**src/shared/bsp_pkg.sv**
```systemverilog
/*
 * Shared constants and carrier types for the buffered synchronous serial port.
 * Assumes a single system clock domain; pin levels arrive raw from the pads.
 */
package bsp_pkg;

   localparam int BSP_CHAR_W = 8;
   localparam int BSP_CNT_W = 4;
   localparam int BSP_BAUD_W = 16;
   localparam int BSP_PIN_W = 4;

   // Shift value presented by a port that has no transmit data.
   localparam logic [7:0] BSP_FILL = 8'hFF;
   // A bits-per-character code of zero selects a full character.
   localparam logic [2:0] BSP_BPC_FULL = 3'h0;
   localparam logic [3:0] BSP_FULL_CHAR = 4'h8;
   // Divisor giving the fastest serial clock, half the system clock.
   localparam logic [15:0] BSP_BAUD_FASTEST = 16'h0001;
   // Half periods of the select lead-in before the first data bit.
   localparam logic [1:0] BSP_PRE_HALVES = 2'h2;

   localparam logic [1:0] BSP_DIR_OFF = 2'h0;
   localparam logic [1:0] BSP_DIR_RX_ONLY = 2'h1;
   localparam logic [1:0] BSP_DIR_TX_ONLY = 2'h2;
   localparam logic [1:0] BSP_DIR_BOTH = 2'h3;

   localparam logic [1:0] BSP_FRAME_SW = 2'h0;
   localparam logic [1:0] BSP_FRAME_PULSE = 2'h2;
   localparam logic [1:0] BSP_FRAME_ALT = 2'h3;

   // Pin order {sck, mosi, miso, ss_n}; only the select idles high.
   localparam logic [3:0] BSP_PIN_IDLE = 4'h1;

   typedef enum logic [1:0] {
      BSP_IDLE,
      BSP_PRE,
      BSP_SHIFT,
      BSP_WAIT
   } bsp_state_t;

   typedef struct packed {
      logic master_mode_enable;
      logic [1:0] direction_enable_pair;
      logic sck_phase;
      logic sck_idle_level;
      logic [1:0] select_framing_mode;
      logic select_pin_direction;
      logic [2:0] bits_per_character;
      logic [15:0] baud_divisor;
   } bsp_cfg_t;

   typedef struct packed {
      logic data_wr;
      logic data_rd;
      logic [7:0] wdata;
      logic select_value;
   } bsp_sw_t;

   typedef struct packed {
      logic sck;
      logic mosi;
      logic miso;
      logic ss_n;
   } bsp_pins_t;

   typedef struct packed {
      logic tx_buffer_empty;
      logic rx_buffer_full;
      logic irq_tx;
      logic irq_rx;
      logic busy;
   } bsp_status_t;

endpackage

```
**src/logic/bsp_sync.sv**
```systemverilog
/*
 * Two-flop synchroniser for a group of pin levels.
 * Assumes the inputs are asynchronous to clk_sys; only the second stage is read outside.
 */
`timescale 1ns/1ps
module bsp_sync #(
   parameter int WIDTH = 4,
   parameter logic [WIDTH-1:0] RESET_VAL = '0
) (
   input logic clk_sys,
   input logic rst_n,
   input logic [WIDTH-1:0] async_in,
   output logic [WIDTH-1:0] sync_out
);

   typedef struct packed {
      logic [WIDTH-1:0] meta;
      logic [WIDTH-1:0] stable;
   } bsp_sync_state_t;

   bsp_sync_state_t q;
   bsp_sync_state_t d;

   always_comb begin
      d = q;
      d.meta = async_in;
      d.stable = q.meta;
   end

   always_ff @(posedge clk_sys or negedge rst_n) begin
      if (!rst_n) begin
         q <= {RESET_VAL, RESET_VAL};
      end else begin
         q <= d;
      end
   end

   assign sync_out = q.stable;

endmodule

```
**src/logic/bsp_baud.sv**
```systemverilog
/*
 * Baud tick generator: one-cycle tick every divisor cycles while running.
 * Assumes the divisor is held steady during a transaction.
 */
`timescale 1ns/1ps
module bsp_baud #(
   parameter int W = bsp_pkg::BSP_BAUD_W
) (
   input logic clk_sys,
   input logic rst_n,
   input logic run,
   input logic [W-1:0] divisor,
   output logic tick
);

   typedef struct packed {
      logic [W-1:0] cnt;
      logic tick;
   } bsp_baud_state_t;

   bsp_baud_state_t q;
   bsp_baud_state_t d;

   always_comb begin
      d = q;
      d.tick = 1'b0;
      if (!run) begin
         d.cnt = '0;
      end else if (q.cnt == W'(divisor - W'(1))) begin
         d.cnt = '0;
         d.tick = 1'b1;
      end else begin
         d.cnt = W'(q.cnt + W'(1));
      end
   end

   always_ff @(posedge clk_sys or negedge rst_n) begin
      if (!rst_n) begin
         q <= '0;
      end else begin
         q <= d;
      end
   end

   assign tick = q.tick;

endmodule

```
**src/logic/bsp_top.sv**
```systemverilog
/*
 * Buffered synchronous serial port: one shift register, one data buffer,
 * master or slave over four pins with tri-state controls.
 * Assumes cfg and sw come from logic on clk_sys; pins_in are raw pad levels.
 */
`timescale 1ns/1ps
module bsp_top (
   input logic clk_sys,
   input logic rst_n,
   input bsp_pkg::bsp_cfg_t cfg,
   input bsp_pkg::bsp_sw_t sw,
   input bsp_pkg::bsp_pins_t pins_in,
   output bsp_pkg::bsp_pins_t pins_out,
   output bsp_pkg::bsp_pins_t pins_oe,
   output logic [7:0] data_rdata,
   output bsp_pkg::bsp_status_t status
);

   typedef struct packed {
      bsp_pkg::bsp_state_t st;
      logic [7:0] shift;
      logic [7:0] dbuf;
      logic sck_lvl;
      logic inbit;
      logic first;
      logic ssv_lat;
      logic sck_prev;
      logic [1:0] pre_cnt;
      logic [3:0] bit_cnt;
      bsp_pkg::bsp_pins_t pin_out;
      bsp_pkg::bsp_pins_t pin_oe;
      logic [7:0] rdata;
      bsp_pkg::bsp_status_t stat;
   } bsp_top_state_t;

   bsp_top_state_t q;
   bsp_top_state_t d;
   bsp_pkg::bsp_pins_t pins_s;

   logic enabled;
   logic tx_en;
   logic rx_en;
   logic master;
   logic selected;
   logic slave_lvl;
   logic baud_run;
   logic baud_tick;
   logic lead;
   logic trail;
   logic sample_ev;
   logic shift_ev;
   logic rx_bit;
   logic tx_ok;
   logic rx_ok;
   logic framed;
   logic [3:0] nbits;
   logic char_done;
   logic xfer;
   logic [7:0] done_shift;

   bsp_sync #(
      .WIDTH(bsp_pkg::BSP_PIN_W),
      .RESET_VAL(bsp_pkg::BSP_PIN_IDLE)
   ) u_sync (
      .clk_sys(clk_sys),
      .rst_n(rst_n),
      .async_in(pins_in),
      .sync_out(pins_s)
   );

   bsp_baud #(
      .W(bsp_pkg::BSP_BAUD_W)
   ) u_baud (
      .clk_sys(clk_sys),
      .rst_n(rst_n),
      .run(baud_run),
      .divisor(cfg.baud_divisor),
      .tick(baud_tick)
   );

   assign enabled = cfg.direction_enable_pair != bsp_pkg::BSP_DIR_OFF;
   assign tx_en = cfg.direction_enable_pair[1];
   assign rx_en = cfg.direction_enable_pair[0];
   assign master = cfg.master_mode_enable;
   assign selected = !pins_s.ss_n;
   assign slave_lvl = pins_s.sck ^ cfg.sck_idle_level;
   assign baud_run = enabled && master && (q.st == bsp_pkg::BSP_PRE || q.st == bsp_pkg::BSP_SHIFT);
   assign framed = cfg.select_framing_mode == bsp_pkg::BSP_FRAME_PULSE ||
                   cfg.select_framing_mode == bsp_pkg::BSP_FRAME_ALT;

   assign nbits = (cfg.bits_per_character == bsp_pkg::BSP_BPC_FULL) ?
                  bsp_pkg::BSP_FULL_CHAR : {1'b0, cfg.bits_per_character};

   assign lead = master ? (baud_tick && !q.sck_lvl) : (selected && slave_lvl && !q.sck_prev);
   assign trail = master ? (baud_tick && q.sck_lvl) : (selected && !slave_lvl && q.sck_prev);

   assign sample_ev = cfg.sck_phase ? trail : lead;
   assign shift_ev = cfg.sck_phase ? lead : trail;
   assign rx_bit = master ? pins_s.miso : pins_s.mosi;

   // A direction that is switched off never holds the exchange back.
   assign tx_ok = !tx_en || !q.stat.tx_buffer_empty;
   assign rx_ok = !rx_en || !q.stat.rx_buffer_full;

   always_comb begin
      d = q;
      char_done = 1'b0;
      xfer = 1'b0;
      done_shift = q.shift;
      d.sck_prev = slave_lvl;

      if (sw.data_rd && q.stat.rx_buffer_full) begin
         d.stat.rx_buffer_full = 1'b0;
         if (tx_en && rx_en) begin
            d.stat.tx_buffer_empty = 1'b1;
         end
      end
      // Writes are dropped while tx_buffer_empty is clear; after an underrun a write can overwrite an unread received byte.
      if (sw.data_wr && tx_en && q.stat.tx_buffer_empty) begin
         d.dbuf = sw.wdata;
         d.stat.tx_buffer_empty = 1'b0;
      end

      case (q.st)
         bsp_pkg::BSP_IDLE: begin
            d.sck_lvl = 1'b0;
            d.bit_cnt = '0;
            d.first = 1'b1;
            d.pre_cnt = '0;
            if (enabled && master && (tx_en ? !q.stat.tx_buffer_empty : sw.data_wr)) begin
               d.shift = tx_en ? q.dbuf : bsp_pkg::BSP_FILL;
               if (tx_en) begin
                  d.stat.tx_buffer_empty = 1'b1;
               end
               d.ssv_lat = sw.select_value;
               d.st = framed ? bsp_pkg::BSP_PRE : bsp_pkg::BSP_SHIFT;
            end else if (enabled && !master && selected) begin
               d.shift = tx_ok && tx_en ? q.dbuf : bsp_pkg::BSP_FILL;
               if (tx_en && !q.stat.tx_buffer_empty) begin
                  d.stat.tx_buffer_empty = 1'b1;
               end
               d.st = bsp_pkg::BSP_SHIFT;
            end
         end

         bsp_pkg::BSP_PRE: begin
            if (baud_tick) begin
               d.sck_lvl = !q.sck_lvl;
               d.pre_cnt = 2'(q.pre_cnt + 2'h1);
               if (q.pre_cnt == 2'(bsp_pkg::BSP_PRE_HALVES - 2'h1)) begin
                  d.st = bsp_pkg::BSP_SHIFT;
               end
            end
         end

         bsp_pkg::BSP_SHIFT: begin
            if (master && baud_tick) begin
               d.sck_lvl = !q.sck_lvl;
            end
            if (sample_ev) begin
               d.inbit = rx_bit;
               d.bit_cnt = 4'(q.bit_cnt + 4'h1);
               if (cfg.sck_phase && q.bit_cnt == 4'(nbits - 4'h1)) begin
                  done_shift = {q.shift[6:0], rx_bit};
                  char_done = 1'b1;
               end
            end
            if (shift_ev) begin
               if (cfg.sck_phase && q.first) begin
                  d.first = 1'b0;
               end else begin
                  d.shift = {q.shift[6:0], q.inbit};
                  if (!cfg.sck_phase && q.bit_cnt == nbits) begin
                     done_shift = {q.shift[6:0], q.inbit};
                     char_done = 1'b1;
                  end
               end
            end
            if (char_done) begin
               d.bit_cnt = '0;
               d.first = 1'b1;
               if (tx_ok && rx_ok) begin
                  xfer = 1'b1;
               end else if (master && !framed) begin
                  d.shift = done_shift;
                  d.st = bsp_pkg::BSP_WAIT;
               end else begin
                  // Underrun or overrun: keep the received byte if there is room, send fill.
                  if (rx_en && !q.stat.rx_buffer_full) begin
                     d.dbuf = done_shift;
                     d.stat.rx_buffer_full = 1'b1;
                     d.stat.tx_buffer_empty = tx_en;
                  end
                  d.shift = bsp_pkg::BSP_FILL;
                  if (master) begin
                     d.st = bsp_pkg::BSP_IDLE;
                  end
               end
            end
            if (!master && !selected) begin
               d.st = bsp_pkg::BSP_IDLE;
            end
         end

         bsp_pkg::BSP_WAIT: begin
            if (tx_ok && rx_ok) begin
               xfer = 1'b1;
               d.st = bsp_pkg::BSP_SHIFT;
            end
         end

         default: begin
            d.st = bsp_pkg::BSP_IDLE;
         end
      endcase

      if (xfer) begin
         if (rx_en) begin
            d.dbuf = done_shift;
            d.stat.rx_buffer_full = 1'b1;
         end
         d.shift = tx_en ? q.dbuf : bsp_pkg::BSP_FILL;
         if (tx_en && !rx_en) begin
            d.stat.tx_buffer_empty = 1'b1;
         end
         d.ssv_lat = sw.select_value;
      end

      if (!enabled) begin
         d.st = bsp_pkg::BSP_IDLE;
         d.sck_lvl = 1'b0;
      end

      d.pin_out.sck = d.sck_lvl ^ cfg.sck_idle_level;
      d.pin_out.mosi = d.shift[7];
      d.pin_out.miso = d.shift[7];

      case (cfg.select_framing_mode)
         bsp_pkg::BSP_FRAME_PULSE: begin
            d.pin_out.ss_n = d.st != bsp_pkg::BSP_PRE;
         end
         bsp_pkg::BSP_FRAME_ALT: begin
            d.pin_out.ss_n = !(d.st != bsp_pkg::BSP_IDLE && d.ssv_lat);
         end
         default: begin
            d.pin_out.ss_n = !sw.select_value;
         end
      endcase

      d.pin_oe.sck = enabled && master;
      d.pin_oe.mosi = enabled && master;
      d.pin_oe.miso = enabled && !master && selected;
      d.pin_oe.ss_n = enabled && master && cfg.select_pin_direction;

      d.rdata = d.dbuf;
      d.stat.irq_tx = d.stat.tx_buffer_empty && tx_en;
      d.stat.irq_rx = d.stat.rx_buffer_full && rx_en;
      d.stat.busy = d.st != bsp_pkg::BSP_IDLE;
   end

   always_ff @(posedge clk_sys or negedge rst_n) begin
      if (!rst_n) begin
         q <= '0;
         q.first <= 1'b1;
         q.pin_out.ss_n <= 1'b1;
         q.stat.tx_buffer_empty <= 1'b1;
      end else begin
         q <= d;
      end
   end

   assign pins_out = q.pin_out;
   assign pins_oe = q.pin_oe;
   assign data_rdata = q.rdata;
   assign status = q.stat;

endmodule

```
**config.mk**
```make
export PLATFORM = sky130hd
export DESIGN_NAME = bsp_top
export DESIGN_NICKNAME = d
export VERILOG_FILES = /design/src/shared/bsp_pkg.sv /design/src/logic/bsp_sync.sv /design/src/logic/bsp_baud.sv /design/src/logic/bsp_top.sv
export SDC_FILE = /design/constraint.sdc
export NUM_CORES = 1
export LEC_CHECK = 0
export CORE_MARGIN = 5
export CORE_UTILIZATION = 65
export CTS_CLUSTER_SIZE = 25
export DETAILED_ROUTE_END_ITERATION = 7
export DONT_BUFFER_PORTS = 1
export PLACE_DENSITY = 0.81
export SETUP_SLACK_MARGIN = 0.4
export SLEW_MARGIN = 20
export SYNTH_ARGS = -nofsm -noshare
export SYNTH_HDL_FRONTEND = slang
export SYNTH_HIERARCHICAL = 1
export SYNTH_SLANG_ARGS = --single-unit
export TNS_END_PERCENT = 1
```
**constraint.sdc**
```tcl
create_clock -name clk_sys -period 4.2 [get_ports clk_sys]
set_input_delay 0.63 -clock clk_sys [delete_from_list [all_inputs] [get_ports clk_sys]]
set_output_delay 0.63 -clock clk_sys [all_outputs]
set_load 0.02 [all_outputs]
```
---- Word-level counts from Yosys, hierarchy flattened ----
Cells that the tools add are included.
Widths: inputs -> output; s select.
word-level totals
  bits in registers ....................... 64
  bits in latches ......................... 0
  RAM bits ................................ 0
  bits in read-only memories .............. 0
  output and inout bits ................... 21
  memories ................................ 0
cells by class
  add/subtract/negate cells ............... 5
  $mul .................................... 0
  divide/modulo/power cells ............... 0
  magnitude comparators ................... 0
  equality and inequality tests ........... 15
  shift-type cells ........................ 0
  mux-type cells .......................... 84
  bitwise operators ....................... 2
  reductions and logical operators ........ 59
operator list
  operator               number
  $mux 8                 16
  $mux 16                3
  $mux 18                2
  $mux 1                 34
  $logic_and 1x1->1      30
  $mux 10                3
  $mux 2                 14
  $add 16x1->16 const B  1
  $eq 16x16->1           1
  $pmux 8 s2             1
  $sub 16x1->16 const B  1
  $logic_not 1->1        13
  $mux 4                 3
  $eq 2x2->1 const B     4
  $eq 4x4->1             2
  $pmux 1 s2             4
  $pmux 2 s4             1
  $pmux 4 s2             1
  $reduce_and 2->1       4
  $reduce_bool 2->1      4
  $ne 3x2->1 const B     2
  $add 4x1->4 const B    1
  $eq 2x1->1 const B     2
  $logic_or 1x1->1       4
  12 further kinds       14

---- Depth between registers and ports, before layout ----
Gate-level depths: netlist of the first run.
  depth in word-level cells ............... 22
  gate-level depth with buffers ........... 10

---- Hierarchy ----
The synthesis of the first run kept the hierarchy.
by module, submodules not included
  module    times used  cells each  area an instance (um^2)  seq. area each (um^2)
  bsp_top   1           325         3,083.0                  979.7
  bsp_baud  1           165         1,367.6                  425.4
  bsp_sync  1           8           202.7                    202.7

---- Worst setup path after synthesis of the first run ----
OpenSTA, ideal clock, no wires.
  kind .................................... in2reg
  start point ............................. input port cfg[0] in the netlist's numbering
  end point ............................... register u_baud/q[10] in the netlist's numbering
  setup time .............................. 116 ps
  arrival time ............................ 2,937 ps
  required time ........................... 4,084 ps
  slack ................................... 1,147 ps
  stages on the path ...................... 9
  buffers on the path ..................... 1
  cells stage by stage .................... inv_1 > ha_1 > nor2b_1 > a21oi_1 > or4_1 > or4_1 > a2111oi_4 > buf_6 > nor2_1
RTL lines
  item                    RTL line        source
  start: declaration      bsp_top.sv:10   input bsp_pkg::bsp_cfg_t cfg,
  end signal: assignment  bsp_baud.sv:39  q <= '0;
  end signal: assignment  bsp_baud.sv:41  q <= d;
  end: declaration        bsp_baud.sv:21  bsp_baud_state_t q;

---- Worst setup path after layout of the first run ----
  start point ............................. register q[21] in the netlist's numbering
  end point ............................... register q[45] in the netlist's numbering
on the way
  cells in the longest elaborated chain, start to end .. 13
ends and longest elaborated chain
  item                RTL line        source
  start: declaration  bsp_top.sv:36   bsp_top_state_t q;
  $eq 4x4->1          bsp_top.sv:163  if (cfg.sck_phase && q.bit_cnt == 4'(nbits - 4'h1)) begin
  $logic_and 1x1->1   bsp_top.sv:163
  $mux 8              bsp_top.sv:163
  $mux 8              bsp_top.sv:160  if (sample_ev) begin
  $mux 8              bsp_top.sv:124  case (q.st)
  $mux 8              bsp_top.sv:173  if (!cfg.sck_phase && q.bit_cnt == nbits) begin
  $mux 8              bsp_top.sv:169  if (cfg.sck_phase && q.first) begin
  $mux 8              bsp_top.sv:168  if (shift_ev) begin
  $mux 10             bsp_top.sv:184  end else if (master && !framed) begin
  $mux 18             bsp_top.sv:182  if (tx_ok && rx_ok) begin
  $mux 18             bsp_top.sv:179  if (char_done) begin
  $pmux 8 s2          bsp_top.sv:124
  $mux 16             bsp_top.sv:217  if (xfer) begin
Several ways; a longest one is shown, not always the timed one. The select of a mux whose other input is x is not followed.
A chain may end at the register's enable or synchronous reset.

==> results of run 1 <==
-- area by class of cell --
type	instances	area share, %
multi-input cells	374	56.7
flip-flops and latches	64	33.6
clock buffers	13	3.32
well taps	96	2.51
inverters	19	1.49
clock inverters	3	1.36
repair buffers	4	1.05
-- power breakdown --
group,switching (mW),total (mW),internal [mW]
clock,0.226,0.592,0.366
combinational,0.446,0.810,0.364
sequential,0.278,1.04,0.764
-- registers in the layout, indices dropped and copies added, names as in the netlist --
| signal | flops |
|---|---|
| pins_out | 2 |
| data_rdata | 8 |
| status | 5 |
| u_baud/tick | 1 |
| u_sync/d | 4 |
| q | 21 |
| pins_oe | 3 |
| u_sync/sync_out | 4 |
| u_baud/q | 16 |
-- path summary, 6_finish.rpt --
path | start | to | slack, ns | cells after the start
hold reg to reg | u_sync/d[3] | u_sync/sync_out[3] | 0.35 | 0
setup reg to reg | q[21] | q[45] | 1.37 | 7
setup / recovery | q[21] | q[45] | 1.37 | 7
min in group clk_sys | pins_in[0] | u_sync/d[0] | 0.29 | 0
hold / removal | rst_n | status[4] | 0.13 | 0
max in group asynchronous | rst_n | q[28] | 3.80 | 1
-- cells in the final DEF (no fill, tap or decap), types with 6 or more instances in the layout --
cell type   n
ha_1       12
nand3b_1    8
nand3_1    12
mux2i_1    36
nor3_1      9
xor2_1     20
and3_1      6
a21oi_1     8
xnor2_1    19
nor2_1     36
mux2_4      6
nand2b_1    6
o21ai_0    19
inv_1      19
nand4_1     8
a31oi_1    10
o221ai_1    8
o31ai_1    11
dfrtp_1    59
nand2_1    47
nor2b_1    10
clkbuf_8   11
and2_1      8
-- per-stage QoR --
step / hold slack [ns] / utilization [%] / worst slack (ns) / instances / area [um2]
global placement: 0.333 / 66.0 / 1.14 / 556 / 4530
floorplan: 0.331 / - / 1.15 / 498 / 4650
global route: 0.101 / 69.7 / 1.21 / 573 / 4780
CTS: 0.112 / 69.7 / 1.40 / 573 / 4780
finish: 0.130 / 69.7 / 1.37 / 573 / 4780
detailed placement: 0.336 / 66.0 / 1.06 / 556 / 4530
-- cells by family after synthesis --
logic type | count (synthesis) | share of synthesized area (%)
simple gates | 177 | 20.4
buf+inv | 60 | 7.18
xor+xnor | 40 | 7.82
compound gates | 97 | 15.7
fa+ha+maj | 12 | 3.23
mux | 48 | 11.1
flops | 64 | 34.6
-- cell usage after synthesis (3+ instances only) --
cell type / count / area share [%]
mux2_4: 6 / 1.9
a211oi_1: 5 / 0.81
ha_1: 12 / 3.2
inv_1: 19 / 1.5
or4_1: 3 / 0.48
a21oi_1: 8 / 0.86
o31ai_1: 11 / 1.8
nand2b_1: 6 / 0.81
nor2b_1: 10 / 1.3
and3_1: 6 / 0.81
nor3b_1: 4 / 0.65
nor3_1: 9 / 0.97
nand3b_1: 8 / 1.3
nand4_1: 8 / 1.1
buf_6: 3 / 0.73
dfstp_2: 5 / 2.8
mux2_2: 4 / 0.97
clkbuf_1: 15 / 1.2
xor2_1: 20 / 3.8
mux2i_1: 36 / 7.7
dfrtp_1: 59 / 32
o221ai_1: 8 / 1.5
and2_1: 8 / 1.1
nand3_1: 12 / 1.3
nand2_1: 47 / 3.8
o21ai_0: 19 / 2.0
a31oi_1: 10 / 1.3
nor2_1: 36 / 2.9
buf_4: 21 / 3.4
o211ai_1: 3 / 0.48
xnor2_1: 19 / 3.6
-- timing repair --
action                    in CTS  in global routing
setup buffers                  0                  0
hold endpoints to repair      59                  0
hold buffers                   1                  0
-- routing by layer --
layer  track usage (%)  share of wire, %  wire length (um)  vias up
li1                  -                 -                 -     1729
met5                 0                 0                 0        -
met1              31.8                41              4410     1797
met4              10.6               2.3               249        0
met3              6.45               8.2               868       30
met2              39.9                48              5100      168
==> impl_metrics.yaml, run 1 <==
cts:
  clockBufferDepth: 2
  cts-root-buf: "clkbuf_8"
  ctsResizeCount: 0
  insertion_delay_ns: 0.34
  numCtsBuffers: 9
  clk_pin_slew_worst_paths_ns: 0.07
  htreeDepth: 3
  cts_sinks: 64
  cts_tree: "built"
timing:
  setup_viol: 0
  fin_crit_sh_pct: 67.3
  rsz0062_at_grt: "false"
  slew_violations: 0
  max_freq_mhz: 354
  worst_pin_slew_ns: 0.819
  hold_viol: 0
  tns_ns: 0
  fin_skew_ns: 0.0103
  fin_crit_ns: 2.83
  slew-limit-headroom_pct: 43.8
die:
  die_w_um: 94.6
  start_util_pct: 67.7
  std_cell_rows: 30
  core_area_mm2: 0.00687
  ios: 65
  die_h_um: 94.6
  die-area_mm2: 0.00895
yosys:
  yosys_warnings: 6
  syn_area_mm2: 0.00465
  syn_nets: 554
  synth_seq_cells: 64
  ys_types: 75
  synth_cells: 498
  syn_avg_cell_area_um2: 9.34
  synth_flop_cell: "dfrtp_1"
  synth_edf_count: 0
  ys_seq_area_share_pct: 34.6
  synthArstFlopShare_pct: 100
worst_setup_path:
  crit_slowest_cell: "mux2i_1"
  cp_data_required_time_ns: 4.47
  cp_top_family: "simple AND/OR/NAND/NOR gates"
  cp-end-kind: "flip-flop"
  cp.arrival_ns: 3.10
  max_stage_delay_ns: 0.66
  cp_cell_sequence: "xor2_1 > nor4_2 > nand3_2 > a21oi_4 > mux2i_1 > o221ai_1 > a31oi_1"
  critPathBufInv: 0
  path_class: "reg2reg"
  start_kind: "flip-flop"
  path_max_fanout: 7
global_routing:
  grt_pass1_wl_mm: 17.5
  antenna_found_initial: 0
  grt_util_all_layers_pct: 24.9
  grt_max_degree: 60
  grt_pass1_vias: 3695
  gr-total-overflow: 0
cells_and_area:
  drive_gt1_share_pct: 10.3
  fillers: 544
  regArea_mm2: 0.00161
  diodes: 0
  syn2layout_area_growth_pct: 2.82
  multiInputGateArea_mm2: 0.00271
  final_nets: 528
power_and_ir_drop:
  p_leak_nw: 2.17
  p_total_mw: 2.44
  irDropWorstVdd_mv: 0.314
  powerDensity_mw_per_mm2: 511
hold_path:
  worstHoldPathType: "in2async"
place:
  routabilityCongestion: 0.874
  io_buffer_count: 0
  dp_hpwl_mm: 7.54
route:
  ant_nets: 0
  drc_errors: 0
  viasPerCell: 6.50
  routed_wl_mm: 10.6
  drtPass1Iterations: 6
  drtIter0Drc: 247
  routedWlPerCell_um: 18.5
  num_vias: 3724
outcome:
  status: "finished clean"
job:
  drv_cap: 0
(Power assumes the default switching activity.)
==> run 2, diff against run 1 <==
- clock period: 4.2 -> 3 ns (I/O delays scaled with it)
==> run 2 against run 1 <==
Net effect:
- sequential power up 40%
- clock skew increased by 0.0019 ns
- global-route usage barely moved
- sequential share of layout area shrank 0.43 points
- register-to-register slack lost 0.94 ns
- non-clock buffer count increased by 9
- first-iteration DRC count down 19%
- largest cell class unchanged
- hold slack lost 0.024 ns
- sequential cell count did not move
- count of clock-buffer cells in the layout is 2 higher
==> impl_metrics.yaml, run 2 (synthesis results as in run 1) <==
cells_and_area:
  drive_gt1_share_pct: 12.3
  syn2layout_area_growth_pct: 4.17
  top_register: "q"
  diodes: 0
  final_nets: 538
  final_common_cell: "dfrtp_1"
  final_cell_mix: "dfrtp_1, nand2_1, nor2_1, mux2i_1"
  largest_reg_flops: 21
job:
  drv_cap: 0
place:
  io_buffer_count: 0
  dp_hpwl_mm: 7.60
  pre_cts_slack_ns: 0.275
  routabilityCongestion: 0.926
timing:
  slew_violations: 0
  max_freq_mhz: 389
  fin_crit_sh_pct: 85.7
  layout_setup_ws_ns: 0.430
  rsz0062_at_grt: "true"
  fin_hold_ws_ns: 0.106
  slew-limit-headroom_pct: 55.5
  hold_viol: 0
  fin_skew_ns: 0.0122
  fin_crit_ns: 2.57
  tns_ns: 0
  setup_viol: 0
  worst_pin_slew_ns: 0.661
power_and_ir_drop:
  irDropWorstVdd_mv: 0.391
  switching_share_pct: 40.8
  powerDensity_mw_per_mm2: 672
  seq_power_share_pct: 44.8
  p_switching_mw: 1.33
  internal-power_mw: 1.93
  p_clk_share_pct: 19.5
  p_leak_nw: 2.18
  p_comb_share_pct: 35.6
die:
  start_util_pct: 67.7
  die-area_mm2: 0.00895
  ios: 65
  std_cell_rows: 30
  core_area_mm2: 0.00687
  die_h_um: 94.6
  die_w_um: 94.6
route:
  num_vias: 3771
  routedWlPerCell_um: 18.4
  drtPass1Iterations: 5
  drc_errors: 0
  routed_wl_mm: 10.7
  ant_nets: 0
  viasPerCell: 6.47
  drtIter0Drc: 200
worst_setup_path:
  start_kind: "flip-flop"
  path_max_fanout: 7
  cp.arrival_ns: 2.84
  path_class: "reg2reg"
  cp-end-kind: "flip-flop"
  cp_data_required_time_ns: 3.26
cts:
  postCtsSetupBuffers: 0
  clk_pin_slew_worst_paths_ns: 0.06
  numCtsBuffers: 9
  htreeDepth: 3
  clockBufferDepth: 2
  insertion_delay_ns: 0.34
  cts-root-buf: "clkbuf_8"
  cts_tree: "built"
  cts_sinks: 64
global_routing:
  gr-total-overflow: 0
  grt_util_all_layers_pct: 24.9
  antenna_found_initial: 0
  grt_max_degree: 65
  grt_pass1_vias: 3742
  grt_pass1_wl_mm: 17.5
hold_path:
  worstHoldPathType: "in2reg"
outcome:
  status: "finished clean"
## run 2: final cells by class
class,instances,area (um2)
Clock buffer,15,156
Clock inverter,1,5.00
Fill cell,530,2020
Inverter,19,71.3
Multi-Input combinational cell,375,2770
Sequential cell,64,1610
Tap cell,96,120
Timing Repair Buffer,13,120
## run 2: final timing paths
| path | start | end | slack [ns] | depth (start not counted) |
|---|---|---|---|---|
| setup / recovery | u_sync/sync_out[0] | data_rdata[1] | 0.43 | 7 |
| hold / removal | pins_in[0] | u_sync/d[0] | 0.11 | 0 |
| setup reg to reg | u_sync/sync_out[0] | data_rdata[1] | 0.43 | 7 |
| hold reg to reg | u_sync/d[2] | u_sync/sync_out[2] | 0.35 | 0 |
| max in group asynchronous | rst_n | pins_out[0] | 2.02 | 2 |
| min in group asynchronous | rst_n | data_rdata[6] | 0.65 | 2 |
## run 2: per-stage QoR
step                utilization (%)  total power [mW]  cells  instance area, um2
floorplan                         -              2.44    498                4670
global placement               67.1              2.52    564                4610
detailed placement             67.1              2.58    564                4610
CTS                            70.1              3.25    582                4820
global route                   70.6              3.47    583                4850
finish                         70.6              3.26    583                4850
## run 2: repair_timing
| item | CTS | global route |
|---|---|---|
| setup endpoints to repair | 7 | 16 |
| cloned | 0 | 1 |
| pin swaps | 0 | 0 |
| endpoints found under the hold margin | 64 | 0 |
| resized for setup | 1 | 3 |
| hold buffers | 2 | 0 |
## run 2: per-layer routing
layer / part of all wire, % / GRT usage, % / wire length, um
met5: 0 / 0 / 0
met4: 2.0 / 11.9 / 218
met3: 8.5 / 6.53 / 912
met2: 49 / 39.7 / 5250
met1: 41 / 31.4 / 4360
## run 2: power groups by stage
| stage | combinational (mW) | sequential, mW | clock, mW |
|---|---|---|---|
| 6_report | 1.16 | 1.46 | 0.637 |
| 5_1_grt | 1.29 | 1.49 | 0.693 |
| 4_1_cts | 1.15 | 1.45 | 0.652 |
| 3_5_place_dp | 1.11 | 1.47 | 0 |
| 3_3_place_gp | 1.06 | 1.46 | 0 |
| 2_1_floorplan | 1.20 | 1.24 | 0 |
## run 2: worst max-delay path, cell delays in order, from the launching register on
cell      delay (ns)
dfstp_2         0.40
or3b_4          0.41
o211ai_2        0.25
nand3_4         0.16
a21oi_4         0.21
or4b_4          0.59
mux2_1          0.34
a21oi_1         0.14
